### src/core/ppmc_consts.vh
// constants for the power-management capability structure
// assumes byte addresses in configuration space and 32-bit dwords
`ifndef PPMC_CONSTS_VH
`define PPMC_CONSTS_VH

// register byte offsets in configuration space
`define PPMC_HDR_OFFSET 8'hC0
`define PPMC_CSR_OFFSET 8'hC4

// reset values of both dwords
`define PPMC_HDR_RESET 32'hFE820001
`define PPMC_CSR_RESET 32'h00000000

// capability header fields and their fixed values
`define PPMC_WSUP_HI 31
`define PPMC_WSUP_LO 27
`define PPMC_WSUP_VAL 5'h1F
`define PPMC_ST2_BIT 26
`define PPMC_ST1_BIT 25
`define PPMC_STSUP_VAL 1'h1
`define PPMC_AUX_HI 24
`define PPMC_AUX_LO 22
`define PPMC_AUX_VAL 3'h2
`define PPMC_DSI_BIT 21
`define PPMC_DSI_VAL 1'h0
`define PPMC_HRES_BIT 20
`define PPMC_CLK_BIT 19
`define PPMC_CLK_VAL 1'h0
`define PPMC_VER_HI 18
`define PPMC_VER_LO 16
`define PPMC_VER_VAL 3'h2
`define PPMC_NIP_HI 15
`define PPMC_NIP_LO 8
`define PPMC_NIP_VAL 8'h00
`define PPMC_CAPABILITY_IDENTIFIER_HI 7
`define PPMC_CAPABILITY_IDENTIFIER_LO 0
`define PPMC_CAPABILITY_IDENTIFIER_VAL 8'h01

// control/status fields
`define PPMC_WSTAT_BIT 15
`define PPMC_SCALE_HI 14
`define PPMC_SCALE_LO 13
`define PPMC_SCALE_VAL 2'h0
`define PPMC_DATA_SELECT_FIELD_HI 12
`define PPMC_DATA_SELECT_FIELD_LO 9
`define PPMC_WEN_BIT 8
`define PPMC_PWR_HI 1
`define PPMC_PWR_LO 0

// power-state encodings
`define PPMC_D0 2'h0
`define PPMC_D1 2'h1
`define PPMC_D2 2'h2
`define PPMC_D3HOT 2'h3

// byte lanes of the control/status dword that hold writable fields
`define PPMC_LANE_PWR 0
`define PPMC_LANE_WAKE 1

// timing counts in clock cycles
`define PPMC_RD_LATENCY 1
`define PPMC_WR_LATENCY 1

`endif

### src/core/ppmc_capability.v
// power-management capability structure: header and control/status
// assumes configuration accesses arrive as one-cycle strobes on clock
`timescale 1ns/1ps
`include "ppmc_consts.vh"

// Function
// - header top five bits report wake from D0, D1, D2 and D3
// - header bits 26 and 25 report D2 and D1 support as ones
// - header bits 24:22 report auxiliary current for cold wake
// - device-specific-initialization bit reads zero
// - read-only bit tells whether wake needs the bus clock
// - version field reads binary 010
// - next-item pointer byte always reads zero
// - capability identifier byte always reads 01 hex
// - wake status sets on any wake event, whatever the enable
// - writing one clears wake status; writing zero leaves it
// - data-scale field is read-only and carries no scaling
// - data-select field stores writes but selects nothing
// - wake enable one permits the wake signal, zero blocks it
// - both command bits 18 and 19 set enable magic-packet wake by default
// - power-state field reads and writes, 00 D0 to 11 D3hot
// - power-state field returns to D0 when power is restored
module ppmc_capability (
	// clock and reset
	input wire clock,
	input wire rst,
	// configuration access port
	input wire [7:0] cfgAddr,
	input wire cfgRead,
	input wire cfgWrite,
	input wire [3:0] cfgByteEn,
	input wire [31:0] cfgWrData,
	output reg [31:0] cfgRdData_q,
	output reg cfgRdValid_q,
	output reg cfgWrDone_q,
	// device side events and controls
	input wire wakeEvent,
	input wire powerResume,
	input wire [1:0] cmdMagicBits,
	// wake pin, open drain, active low
	output wire wakePinOut,
	output reg wakePinOe_q,
	// state seen by the rest of the device
	output reg wakeActive_q,
	output reg magicWakeDefault_q,
	output reg [1:0] powerState_q,
	output reg [3:0] powerStateIs_q,
	output reg powerStateChg_q,
	output reg [3:0] dataSelect_q,
	output reg wakeEnable_q,
	output wire wakeStatus
);

	// address decode of the two dwords
	wire hitHdr;
	wire hitCsr;
	wire [3:0] laneWr;
	wire statusClear;
	wire [31:0] hdrValue;
	wire [31:0] csrValue;
	wire [1:0] newPowerState;
	reg [31:0] rdMux;

	// the structure occupies two aligned dwords; low address bits are
	// ignored because accesses are always dword wide with byte enables
	assign hitHdr = ({cfgAddr[7:2], 2'b00} == `PPMC_HDR_OFFSET);
	assign hitCsr = ({cfgAddr[7:2], 2'b00} == `PPMC_CSR_OFFSET);

	// per-lane write strobes for the control/status dword
	genvar lane;
	generate
		for (lane = 0; lane < 4; lane = lane + 1) begin : gLaneWr
			assign laneWr[lane] = cfgWrite & hitCsr & cfgByteEn[lane];
		end
	endgenerate

	// capability header is hard-wired; writes to it are dropped
	assign hdrValue[`PPMC_WSUP_HI:`PPMC_WSUP_LO] =
		`PPMC_WSUP_VAL;
	assign hdrValue[`PPMC_ST2_BIT] = `PPMC_STSUP_VAL;
	assign hdrValue[`PPMC_ST1_BIT] = `PPMC_STSUP_VAL;
	assign hdrValue[`PPMC_AUX_HI:`PPMC_AUX_LO] =
		`PPMC_AUX_VAL;
	assign hdrValue[`PPMC_DSI_BIT] = `PPMC_DSI_VAL;
	assign hdrValue[`PPMC_HRES_BIT] = 1'b0; // reserved
	assign hdrValue[`PPMC_CLK_BIT] = `PPMC_CLK_VAL;
	assign hdrValue[`PPMC_VER_HI:`PPMC_VER_LO] =
		`PPMC_VER_VAL;
	assign hdrValue[`PPMC_NIP_HI:`PPMC_NIP_LO] =
		`PPMC_NIP_VAL;
	assign hdrValue[`PPMC_CAPABILITY_IDENTIFIER_HI:`PPMC_CAPABILITY_IDENTIFIER_LO] =
		`PPMC_CAPABILITY_IDENTIFIER_VAL;

	// write-one-to-clear of the wake status, only through its lane
	assign statusClear = laneWr[`PPMC_LANE_WAKE] &
		cfgWrData[`PPMC_WSTAT_BIT];

	// sticky wake status, fed by every wake event regardless of enable
	ppmc_wake_flag uWakeFlag (
		.clock(clock),
		.rst(rst),
		.setPulse(wakeEvent),
		.clearPulse(statusClear),
		.flagQ(wakeStatus)
	);

	// control/status dword as software reads it
	assign csrValue[31:16] = 16'h0000; // reserved
	assign csrValue[`PPMC_WSTAT_BIT] = wakeStatus;
	assign csrValue[`PPMC_SCALE_HI:`PPMC_SCALE_LO] =
		`PPMC_SCALE_VAL;
	assign csrValue[`PPMC_DATA_SELECT_FIELD_HI:`PPMC_DATA_SELECT_FIELD_LO] = dataSelect_q;
	assign csrValue[`PPMC_WEN_BIT] = wakeEnable_q;
	assign csrValue[7:2] = 6'h00; // reserved
	assign csrValue[`PPMC_PWR_HI:`PPMC_PWR_LO] = powerState_q;

	// power state requested by a write on the low lane
	assign newPowerState = cfgWrData[`PPMC_PWR_HI:`PPMC_PWR_LO];

	// data select is plain storage; nothing downstream reads it
	always @(posedge clock or posedge rst) begin
		if (rst) begin
			dataSelect_q <= 4'h0;
		end else if (laneWr[`PPMC_LANE_WAKE]) begin
			dataSelect_q <=
				cfgWrData[`PPMC_DATA_SELECT_FIELD_HI:`PPMC_DATA_SELECT_FIELD_LO];
		end
	end

	// wake enable bit, written through the upper control lane
	always @(posedge clock or posedge rst) begin
		if (rst) begin
			wakeEnable_q <= 1'b0;
		end else if (laneWr[`PPMC_LANE_WAKE]) begin
			wakeEnable_q <= cfgWrData[`PPMC_WEN_BIT];
		end
	end

	// power-state field; a power resume outranks a software write so
	// the device always comes back in D0 after power returns
	always @(posedge clock or posedge rst) begin
		if (rst) begin
			powerState_q <= `PPMC_D0;
		end else if (powerResume) begin
			powerState_q <= `PPMC_D0;
		end else if (laneWr[`PPMC_LANE_PWR]) begin
			powerState_q <= newPowerState;
		end
	end

	// one-cycle pulse whenever the stored power state moves
	always @(posedge clock or posedge rst) begin
		if (rst) begin
			powerStateChg_q <= 1'b0;
		end else if (powerResume) begin
			powerStateChg_q <= (powerState_q != `PPMC_D0);
		end else if (laneWr[`PPMC_LANE_PWR]) begin
			powerStateChg_q <= (powerState_q != newPowerState);
		end else begin
			powerStateChg_q <= 1'b0;
		end
	end

	// one-hot view of the power state, one flop per encoding
	genvar st;
	generate
		for (st = 0; st < 4; st = st + 1) begin : gStateIs
			always @(posedge clock or posedge rst) begin
				if (rst) begin
					powerStateIs_q[st] <= (st == 0);
				end else if (powerResume) begin
					powerStateIs_q[st] <= (st == 0);
				end else if (laneWr[`PPMC_LANE_PWR]) begin
					powerStateIs_q[st] <=
						({30'h0, newPowerState} == st);
				end
			end
		end
	endgenerate

	// wake is driven only while status is pending and enabled; a
	// clear of the status drops the pin one cycle after the write
	always @(posedge clock or posedge rst) begin
		if (rst) begin
			wakeActive_q <= 1'b0;
			wakePinOe_q <= 1'b0;
		end else begin
			wakeActive_q <= wakeStatus & wakeEnable_q;
			wakePinOe_q <= wakeStatus & wakeEnable_q;
		end
	end

	// open drain: the pin is only ever pulled low, never driven high
	assign wakePinOut = 1'b0;

	// magic-packet wake is enabled by default whenever both command
	// bits are set, independent of the wake enable bit
	always @(posedge clock or posedge rst) begin
		if (rst) begin
			magicWakeDefault_q <= 1'b0;
		end else begin
			magicWakeDefault_q <= &cmdMagicBits;
		end
	end

	// read multiplexer; unmapped dwords read as zero
	always @* begin
		rdMux = 32'h00000000;
		if (hitHdr) begin
			rdMux = hdrValue;
		end else if (hitCsr) begin
			rdMux = csrValue;
		end
	end

	// read data is captured in the cycle after the strobe
	always @(posedge clock or posedge rst) begin
		if (rst) begin
			cfgRdData_q <= 32'h00000000;
			cfgRdValid_q <= 1'b0;
		end else begin
			cfgRdValid_q <= cfgRead;
			if (cfgRead) begin
				cfgRdData_q <= rdMux;
			end
		end
	end

	// write completion pulse, also given for unmapped addresses
	always @(posedge clock or posedge rst) begin
		if (rst) begin
			cfgWrDone_q <= 1'b0;
		end else begin
			cfgWrDone_q <= cfgWrite;
		end
	end

endmodule // ppmc_capability

### src/core/ppmc_wake_flag.v
// sticky wake-event flag with write-one-to-clear
// assumes setPulse and clearPulse are synchronous one-cycle pulses
`timescale 1ns/1ps

module ppmc_wake_flag (
	// clock and reset
	input wire clock,
	input wire rst,
	// event and clear
	input wire setPulse,
	input wire clearPulse,
	// flag state
	output reg flagQ
);

	// a set in the clearing cycle wins so no event is lost
	always @(posedge clock or posedge rst) begin
		if (rst) begin
			flagQ <= 1'b0;
		end else if (setPulse) begin
			flagQ <= 1'b1;
		end else if (clearPulse) begin
			flagQ <= 1'b0;
		end
	end

endmodule // ppmc_wake_flag

### config.mk
export PLATFORM = sky130hd
export DESIGN_NAME = ppmc_capability
export DESIGN_NICKNAME = d
export VERILOG_FILES = /design/src/core/ppmc_capability.v /design/src/core/ppmc_wake_flag.v
export VERILOG_INCLUDE_DIRS = /design/src /design/src/core
export SDC_FILE = /design/constraint.sdc
export NUM_CORES = 1
export LEC_CHECK = 0
export BUFFER_PORTS_ARGS = -buffer_cell sky130_fd_sc_hd__buf_2
export CORE_UTILIZATION = 39
export DETAILED_ROUTE_END_ITERATION = 10
export HOLD_SLACK_MARGIN = 0.1
export PLACE_DENSITY = 0.79
export REMOVE_ABC_BUFFERS = 1
export SETUP_SLACK_MARGIN = 0.15
export SYNTH_ARGS = -nofsm -noshare
export SYNTH_HDL_FRONTEND = slang
export SYNTH_SLANG_ARGS = --single-unit
export TNS_END_PERCENT = 20
### constraint.sdc
create_clock -name clock -period 1.6 [get_ports clock]
set_clock_uncertainty 0.15 [all_clocks]
set_input_delay 0.32 -clock clock [delete_from_list [all_inputs] [get_ports clock]]
set_output_delay 0.32 -clock clock [all_outputs]
set_load 0.005 [all_outputs]
# Word level (Yosys, flattened, before mapping)

Cells that the tools add are included.

Logic and storage cells: 46
Bits in registers: 49
Output and inout port bits: 51

Reductions and logical operators: 5
Bitwise logic cells: 5
Eq/ne operators: 6
Muxes and demuxes: 16

Operator list:

| kind               | number |
|---|---|
| $mux 32            | 1 |
| $mux 16            | 1 |
| $eq 6x6->1 const B | 2 |
| $mux 1             | 12 |
| $reduce_bool 2->1  | 3 |
| $and 1x1->1        | 5 |
| $eq 2x2->1 const B | 2 |
| $mux 2             | 2 |
| $eq 2x1->1 const B | 1 |
| $logic_not 2->1    | 1 |
| $ne 2x2->1         | 1 |
| $reduce_and 2->1   | 1 |

# Logic depth before layout (Yosys ltp)

Gate-level depths: netlist (run 1).

Word-level depth: 6
Mapped depth: 4

# Modules after synthesis

From an unflattened synthesis (run 1), not the netlist that was laid out.

Cell total of the unflattened synthesis: 130
Area, all modules: 1,330.0 um^2

By module, submodules not included:

| module          | instances | cells each | area an instance (um^2) |
|---|---|---|---|
| ppmc_capability | 1         | 126        | 1,290.0 |
| ppmc_wake_flag  | 1         | 4          | 40.0 |

# Worst setup path after synthesis (run 1)

Ideal clock, no wire load.

Kind: input to register
Start point: in cfgAddr[4]
End point: reg powerStateIs_q[3]
Required time: 1.372 ns
Stages on the path: 4
Path buffers: 1
Slack: 0.127 ns
Data arrival time: 1.246 ns
Cells stage by stage: nand4bb_1 > buf_2 > or4_1 > a21oi_1

Longest elaborated chain between the ends: 4

RTL lines:

| item                               | line                  | RTL |
|---|---|---|
| start: declaration                 | ppmc_capability.v:28  | `input wire [7:0] cfgAddr,` |
| $eq 6x6->1 (no source line)        | --                    |  |
| $and 1x1->1                        | --                    |  |
| $and 1x1->1                        | ppmc_capability.v:73  | `assign laneWr[lane] = cfgWrite & hitCsr & cfgByteEn[lane];` |
| $reduce_bool 2->1 (no source line) | --                    |  |
| end signal: indexed assignment     | ppmc_capability.v:170 | `powerStateIs_q[st] <= (st == 0);` |
| end signal: indexed assignment     | ppmc_capability.v:172 | `powerStateIs_q[st] <= (st == 0);` |
| end signal: indexed assignment     | ppmc_capability.v:174 | `powerStateIs_q[st] <=` |
| end: declaration                   | ppmc_capability.v:47  | `output reg [3:0] powerStateIs_q,` |

Every way passes these cells.
A chain may end at the register's enable or synchronous reset.

# Worst setup path after layout (run 1)

Start point: reg powerStateIs_q[0]
End point: out powerStateIs_q[0]

No word-level cell between the ends.

==> flow_summary.ini, run 1 <==
[placed_design]
io_buffers = 58
post-dp-hpwl_um = 2010
place_congestion = 0.879

[detailed_routing]
first_pass_iters = 4
wl_per_cell_um = 11.8
antenna_left = 0
drc = 0
via_per_inst = 4.71
num_vias = 1122
drt_iter0_drc = 21
routed_wl_um = 2800

[critical_path]
required_ps = 1130
slowest_delay_ps = 560
critPathMaxFanout = 2
cp_top_family = flip-flops
start_kind = flip-flop
worstSetupPathType = reg2out
crit_chain = buf_2
crit_arrival_ps = 980
crit_slowest_cell = dfstp_2
endpoint_kind = output pin
critical_path_buf_inv_count = 1

[synthesis]
synth_enable_flop_cells = 0
ys_ff_latch = 26
synthArstFlopShare = 1.00
ys.flop_type = dfrtp_1
synthCells = 133
synth_area_um2 = 1350
synth.largest_area_cell = dfrtp_1
synth_area_leaders = dfrtp_1, buf_4, mux2_2
seq_area_frac_synth = 0.483
netlist.area_leader.share = 0.464
avgSynthCellArea_um2 = 10.1
synth_cell_types = 38
yosysWarnings = 0

[floorplanning]
start_util = 0.424
core_region_area_um2 = 3180
dieArea_um2 = 3700
die_y_um = 60.8
die_width_um = 60.8
ios = 103
row_count = 20

[clock_network]
cts_buffers = 3
cts-root-buf = clkbuf_4
clkTransAtPathRegs_ps = 130
tritoncts = yes
cts_setup_buffers = 0
insertion_delay_ps = 320
ctsHtreeMaxLevel = 1
clock-sinks = 26
clock_path_buffers = 2

[job]
cap_violations = 0

[timing]
fin_crit_ps = 1450
fmax_ghz = 0.690
rsz0062_at_grt = true
final-hold-violation-count = 0
hold_ws_ps = 114
slew_viol_final = 0
tns_ps = 0
setup_violations = 0
period_share = 0.905

[cells_and_area]
num_antenna_cells = 0
drive_gt1_frac = 0.392
syn_to_final_growth_pct = 27.4
final_common_cell = buf_2
final_cell_mix = buf_2, dfrtp_1, conb_1
fillCellCount = 291
fin_nets = 247

[global_route]
grt_max_degree = 27
grt_pass1_wl_um = 4530
grt_pass1_vias = 989
grt_overflow_total = 0
antenna_found_initial = 0
grt_usage = 0.168

[power_and_ir_drop]
vdd_ir_drop_max_uv = 601
p_leak_nw = 0.907
p_per_area_nw_per_um2 = 686

[outcome]
status = finished, final reports clean

[worst_hold_path]
hold_path.class = in2reg
-- per-stage QoR --
stage                      util  cell area, um^2  instances  setup slack (ps)  total power, mW
final                     0.541             1720        238               152             1.18
after global placement    0.494             1570        223              26.4            0.843
after floorplan               -             1190        116              98.3            0.759
after detailed placement  0.494             1570        223              21.9            0.845
after global routing      0.541             1720        238               103             1.25
after CTS                 0.540             1720        238               136             1.19
-- flip-flops by register name (all words and copies together) (netlist names) --
signal              cells
cfgRdData_q             9
dataSelect_q            4
powerStateIs_q          4
powerState_q            2
cfgRdValid_q            1
cfgWrDone_q             1
magicWakeDefault_q      1
powerStateChg_q         1
uWakeFlag.flagQ         1
wakeActive_q            1
wakeEnable_q            1
-- cells by family after synthesis --
family,count (synthesis),synth area share
simple gates,30,0.134
compound gates,26,0.133
xor+xnor,1,0.00649
other cells,1,0.00278
buf+inv,43,0.192
flops,26,0.483
mux,6,0.0492
-- routing by layer --
| layer | global-route usage | vias up | wire, um | part of all wire |
|---|---|---|---|---|
| met4 | 0.0357 | 0 | 32 | 0.011 |
| met2 | 0.292 | 61 | 1360 | 0.48 |
| met5 | 0 | - | 0 | 0 |
| met3 | 0.0448 | 4 | 180 | 0.064 |
| li1 | - | 541 | - | - |
| met1 | 0.211 | 516 | 1230 | 0.44 |
-- cell usage after synthesis, types with 2 or more instances --
cell      count
nand2_1       9
nor2_1        2
and2_1        2
nor2b_1       3
dfrtp_1      25
buf_4        25
a21oi_1       5
nand4_1       5
mux2_2        4
inv_1        10
o22ai_1       7
buf_2         3
o31ai_1       5
o21bai_1      2
clkbuf_1      3
-- timing repair --
item,CTS,global route
hold buffers,11,0
setup endpoints to repair,1,11
endpoints found under the hold margin,36,0
gates resized for setup,0,1
-- worst reg2reg max path, stage by stage (launching register included) --
cell,delay (ps)
dfrtp_1,470
xor2_1,180
o2111a_1,240
o22a_1,190
-- area by class of cell --
| class | count | area [um^2] | area share |
|---|---|---|---|
| Sequential cell | 26 | 653 | 0.380 |
| Multi-Input combinational cell | 79 | 494 | 0.288 |
| Timing Repair Buffer | 74 | 438 | 0.255 |
| Inverter | 11 | 41.3 | 0.0240 |
| Clock buffer | 4 | 36.3 | 0.0211 |
| Tap cell | 44 | 55.1 | 0.0320 |
-- where the power goes --
group          internal, mW  leakage (nW)  switching (mW)
clock network         0.139        0.0210           0.185
logic                0.0807         0.542          0.0847
registers             0.676         0.344          0.0123
-- final timing paths --
path                                        start                end  slack (ps)  cells past startpoint
min in group asynchronous                     rst    dataSelect_q[0]         440                      4
worst max register to register    powerState_q[0]    powerStateChg_q         270                      3
max in group asynchronous                     rst  powerStateIs_q[0]         570                      4
worst min-delay path                      cfgRead       cfgRdValid_q         110                      1
worst min register to register    dataSelect_q[0]    dataSelect_q[0]         380                      1
worst max-delay path            powerStateIs_q[0]  powerStateIs_q[0]         150                      1
(Power assumes the default switching activity.)
==> inputs of run 2 (changes only) <==
--- a/config.mk
+++ b/config.mk
@@ -7,11 +7,11 @@
 export NUM_CORES = 1
 export LEC_CHECK = 0
 export BUFFER_PORTS_ARGS = -buffer_cell sky130_fd_sc_hd__buf_2
+export CORE_ASPECT_RATIO = 1.1
 export CORE_UTILIZATION = 39
 export DETAILED_ROUTE_END_ITERATION = 10
 export HOLD_SLACK_MARGIN = 0.1
 export PLACE_DENSITY = 0.79
-export REMOVE_ABC_BUFFERS = 1
 export SETUP_SLACK_MARGIN = 0.15
 export SYNTH_ARGS = -nofsm -noshare
 export SYNTH_HDL_FRONTEND = slang
==> run 2 against run 1 <==
Net effect:
- the flow now finishes with violations (DRC)
- critical path depth increased by 4
- sequential cell count unchanged
- power increased by 11%
- final cell count increased by 1.7%
- die area about the same
- final area increased by 2.7%
- non-clock buffer count unchanged
- maximum frequency decreased by 0.16%
- clock power increased by 40%
- first-iteration DRC count increased by 57%
- sequential share of layout area decreased by 1.0 points
- critical endpoint is now powerStateChg_q
- largest power group unchanged
- highest routed layer unchanged
==> flow_summary.ini, run 2 (synthesis gave the netlist of run 1 again) <==
[power_and_ir_drop]
power.total_mw = 1.31
switching_share = 0.228
combPwrFrac = 0.131
cellInternalPower_mw = 1.01
vdd_ir_drop_max_uv = 349
p_leak_nw = 0.920
pwr-share-clk = 0.345
p_per_area_nw_per_um2 = 745
p_switching_mw = 0.299
seqPwrFrac = 0.524

[floorplanning]
core_region_area_um2 = 3330
start_util = 0.405
row_count = 22
die_y_um = 63.7
dieArea_um2 = 3700
ios = 103
die_width_um = 58.1

[global_route]
grt_max_degree = 20
grt_usage = 0.153
grt_pass1_vias = 986
grt_overflow_total = 0
grt_pass1_wl_um = 4370
antenna_found_initial = 0

[placed_design]
dpl_worst_slack_ps = -5.79
post-place-cells = 227
post-dp-hpwl_um = 1960
place_congestion = 0.839
io_buffers = 58
placed_area_um2 = 1600

[cells_and_area]
regArea_um2 = 653
drive_gt1_frac = 0.397
final_common_cell = buf_2
syn_to_final_growth_pct = 30.8
instances_no_fill = 242
multi_input_area_um2 = 507
layout.cell_area.non_filler_um2 = 1760
final_cell_mix = buf_2, dfrtp_1, conb_1
regMostFlops = cfgRdData_q
num_antenna_cells = 0
fin_nets = 247
fillCellCount = 314
reg.largest.list = cfgRdData_q (9), dataSelect_q (4), powerStateIs_q (4)
largest_register_ff_count = 9

[detailed_routing]
drt_iter0_drc = 33
via_per_inst = 4.62
wl_per_cell_um = 11.5
routed_wl_um = 2780
drc = 5
antenna_left = 0
first_pass_iters = 9
num_vias = 1119

[critical_path]
endpoint_kind = flip-flop
required_ps = 1680
critPathMaxFanout = 9
start_kind = input pin
crit_slowest_cell = dlygate4sd3_1
worstSetupPathType = in2reg
crit_chain = dlygate4sd3_1, buf_2, nor3b_2, mux2i_1, o22a_1
crit_arrival_ps = 1530
slowest_delay_ps = 540

[timing]
fmax_ghz = 0.689
rsz0062_at_grt = true
setup_ws_ps = 149
setup_violations = 0
slew_viol_final = 0
tns_ps = 0
fin_crit_ps = 1450
final-hold-violation-count = 0
period_share = 0.907

[worst_hold_path]
hold_path.class = in2reg

[outcome]
failed_checks = DRC
status = finished with violations

[clock_network]
insertion_delay_ps = 320
tritoncts = yes
cts_buffers = 3
ctsHtreeMaxLevel = 1
cts-root-buf = clkbuf_4
clock_path_buffers = 2
clock-sinks = 26
clkTransAtPathRegs_ps = 150

[job]
cap_violations = 0
==> run 2: changes by cell type in the layout (fill, tap and decap cells not counted), sizes merged <==
cell    before  now
bufinv       0    1
clkbuf       4    3
==> run 2: cell type report <==
cell class	count	share of cell area
clock buffers	3	0.0128
well taps	48	0.0340
multi-input cells	79	0.287
flip-flops and latches	26	0.370
inverters	11	0.0234
clock inverters	1	0.0170
repair buffers	74	0.255
==> run 2: critical path: cells and delay by family <==
kind	cells	cell delay (ps)
buffers and inverters	2	720
AND/OR/NAND/NOR	1	220
AO/OA/AOI/OAI	1	180
multiplexers	1	100
==> run 2: final timing paths <==
| path | start | end | slack, ps | cells after the start |
|---|---|---|---|---|
| max | powerResume | powerStateChg_q | 150 | 5 |
| min | cfgRead | cfgRdValid_q | 120 | 1 |
| max reg2reg | powerState_q[0] | powerStateChg_q | 290 | 3 |
| min reg2reg | cfgRdData_q[8] | cfgRdData_q[8] | 380 | 2 |
| max in group asynchronous | rst | dataSelect_q[1] | 480 | 4 |
| min in group asynchronous | rst | powerStateIs_q[1] | 370 | 3 |
==> run 2: per-stage QoR <==
step	hold WS (ps)	util
after global routing	114	0.530
after CTS	103	0.528
after floorplan	201	-
final	121	0.530
after detailed placement	210	0.479
after global placement	205	0.479
==> run 2: layer usage <==
metal,part of all wire,track usage,wire length (um),vias up
met1,0.43,0.194,1200,532
met5,0,0,0,-
met2,0.51,0.250,1410,42
met3,0.049,0.0267,137,4
li1,-,-,-,541
met4,0.0097,0.0714,27,0
==> run 2: power groups by stage <==
stage	logic (mW)	registers, mW	clock network [mW]
after global routing	0.192	0.691	0.490
after global placement	0.147	0.700	0
after floorplan	0.104	0.701	0
final	0.172	0.688	0.453
after detailed placement	0.149	0.701	0
after CTS	0.170	0.688	0.470
==> run 2: timing repair <==
action,4_1_cts,5_1_grt
buffers inserted,0,0
gates resized for setup,1,1
pin swaps,0,0
hold buffers,11,0
endpoints found under the setup margin,10,13
gates cloned,0,0
endpoints found under the hold margin,21,0
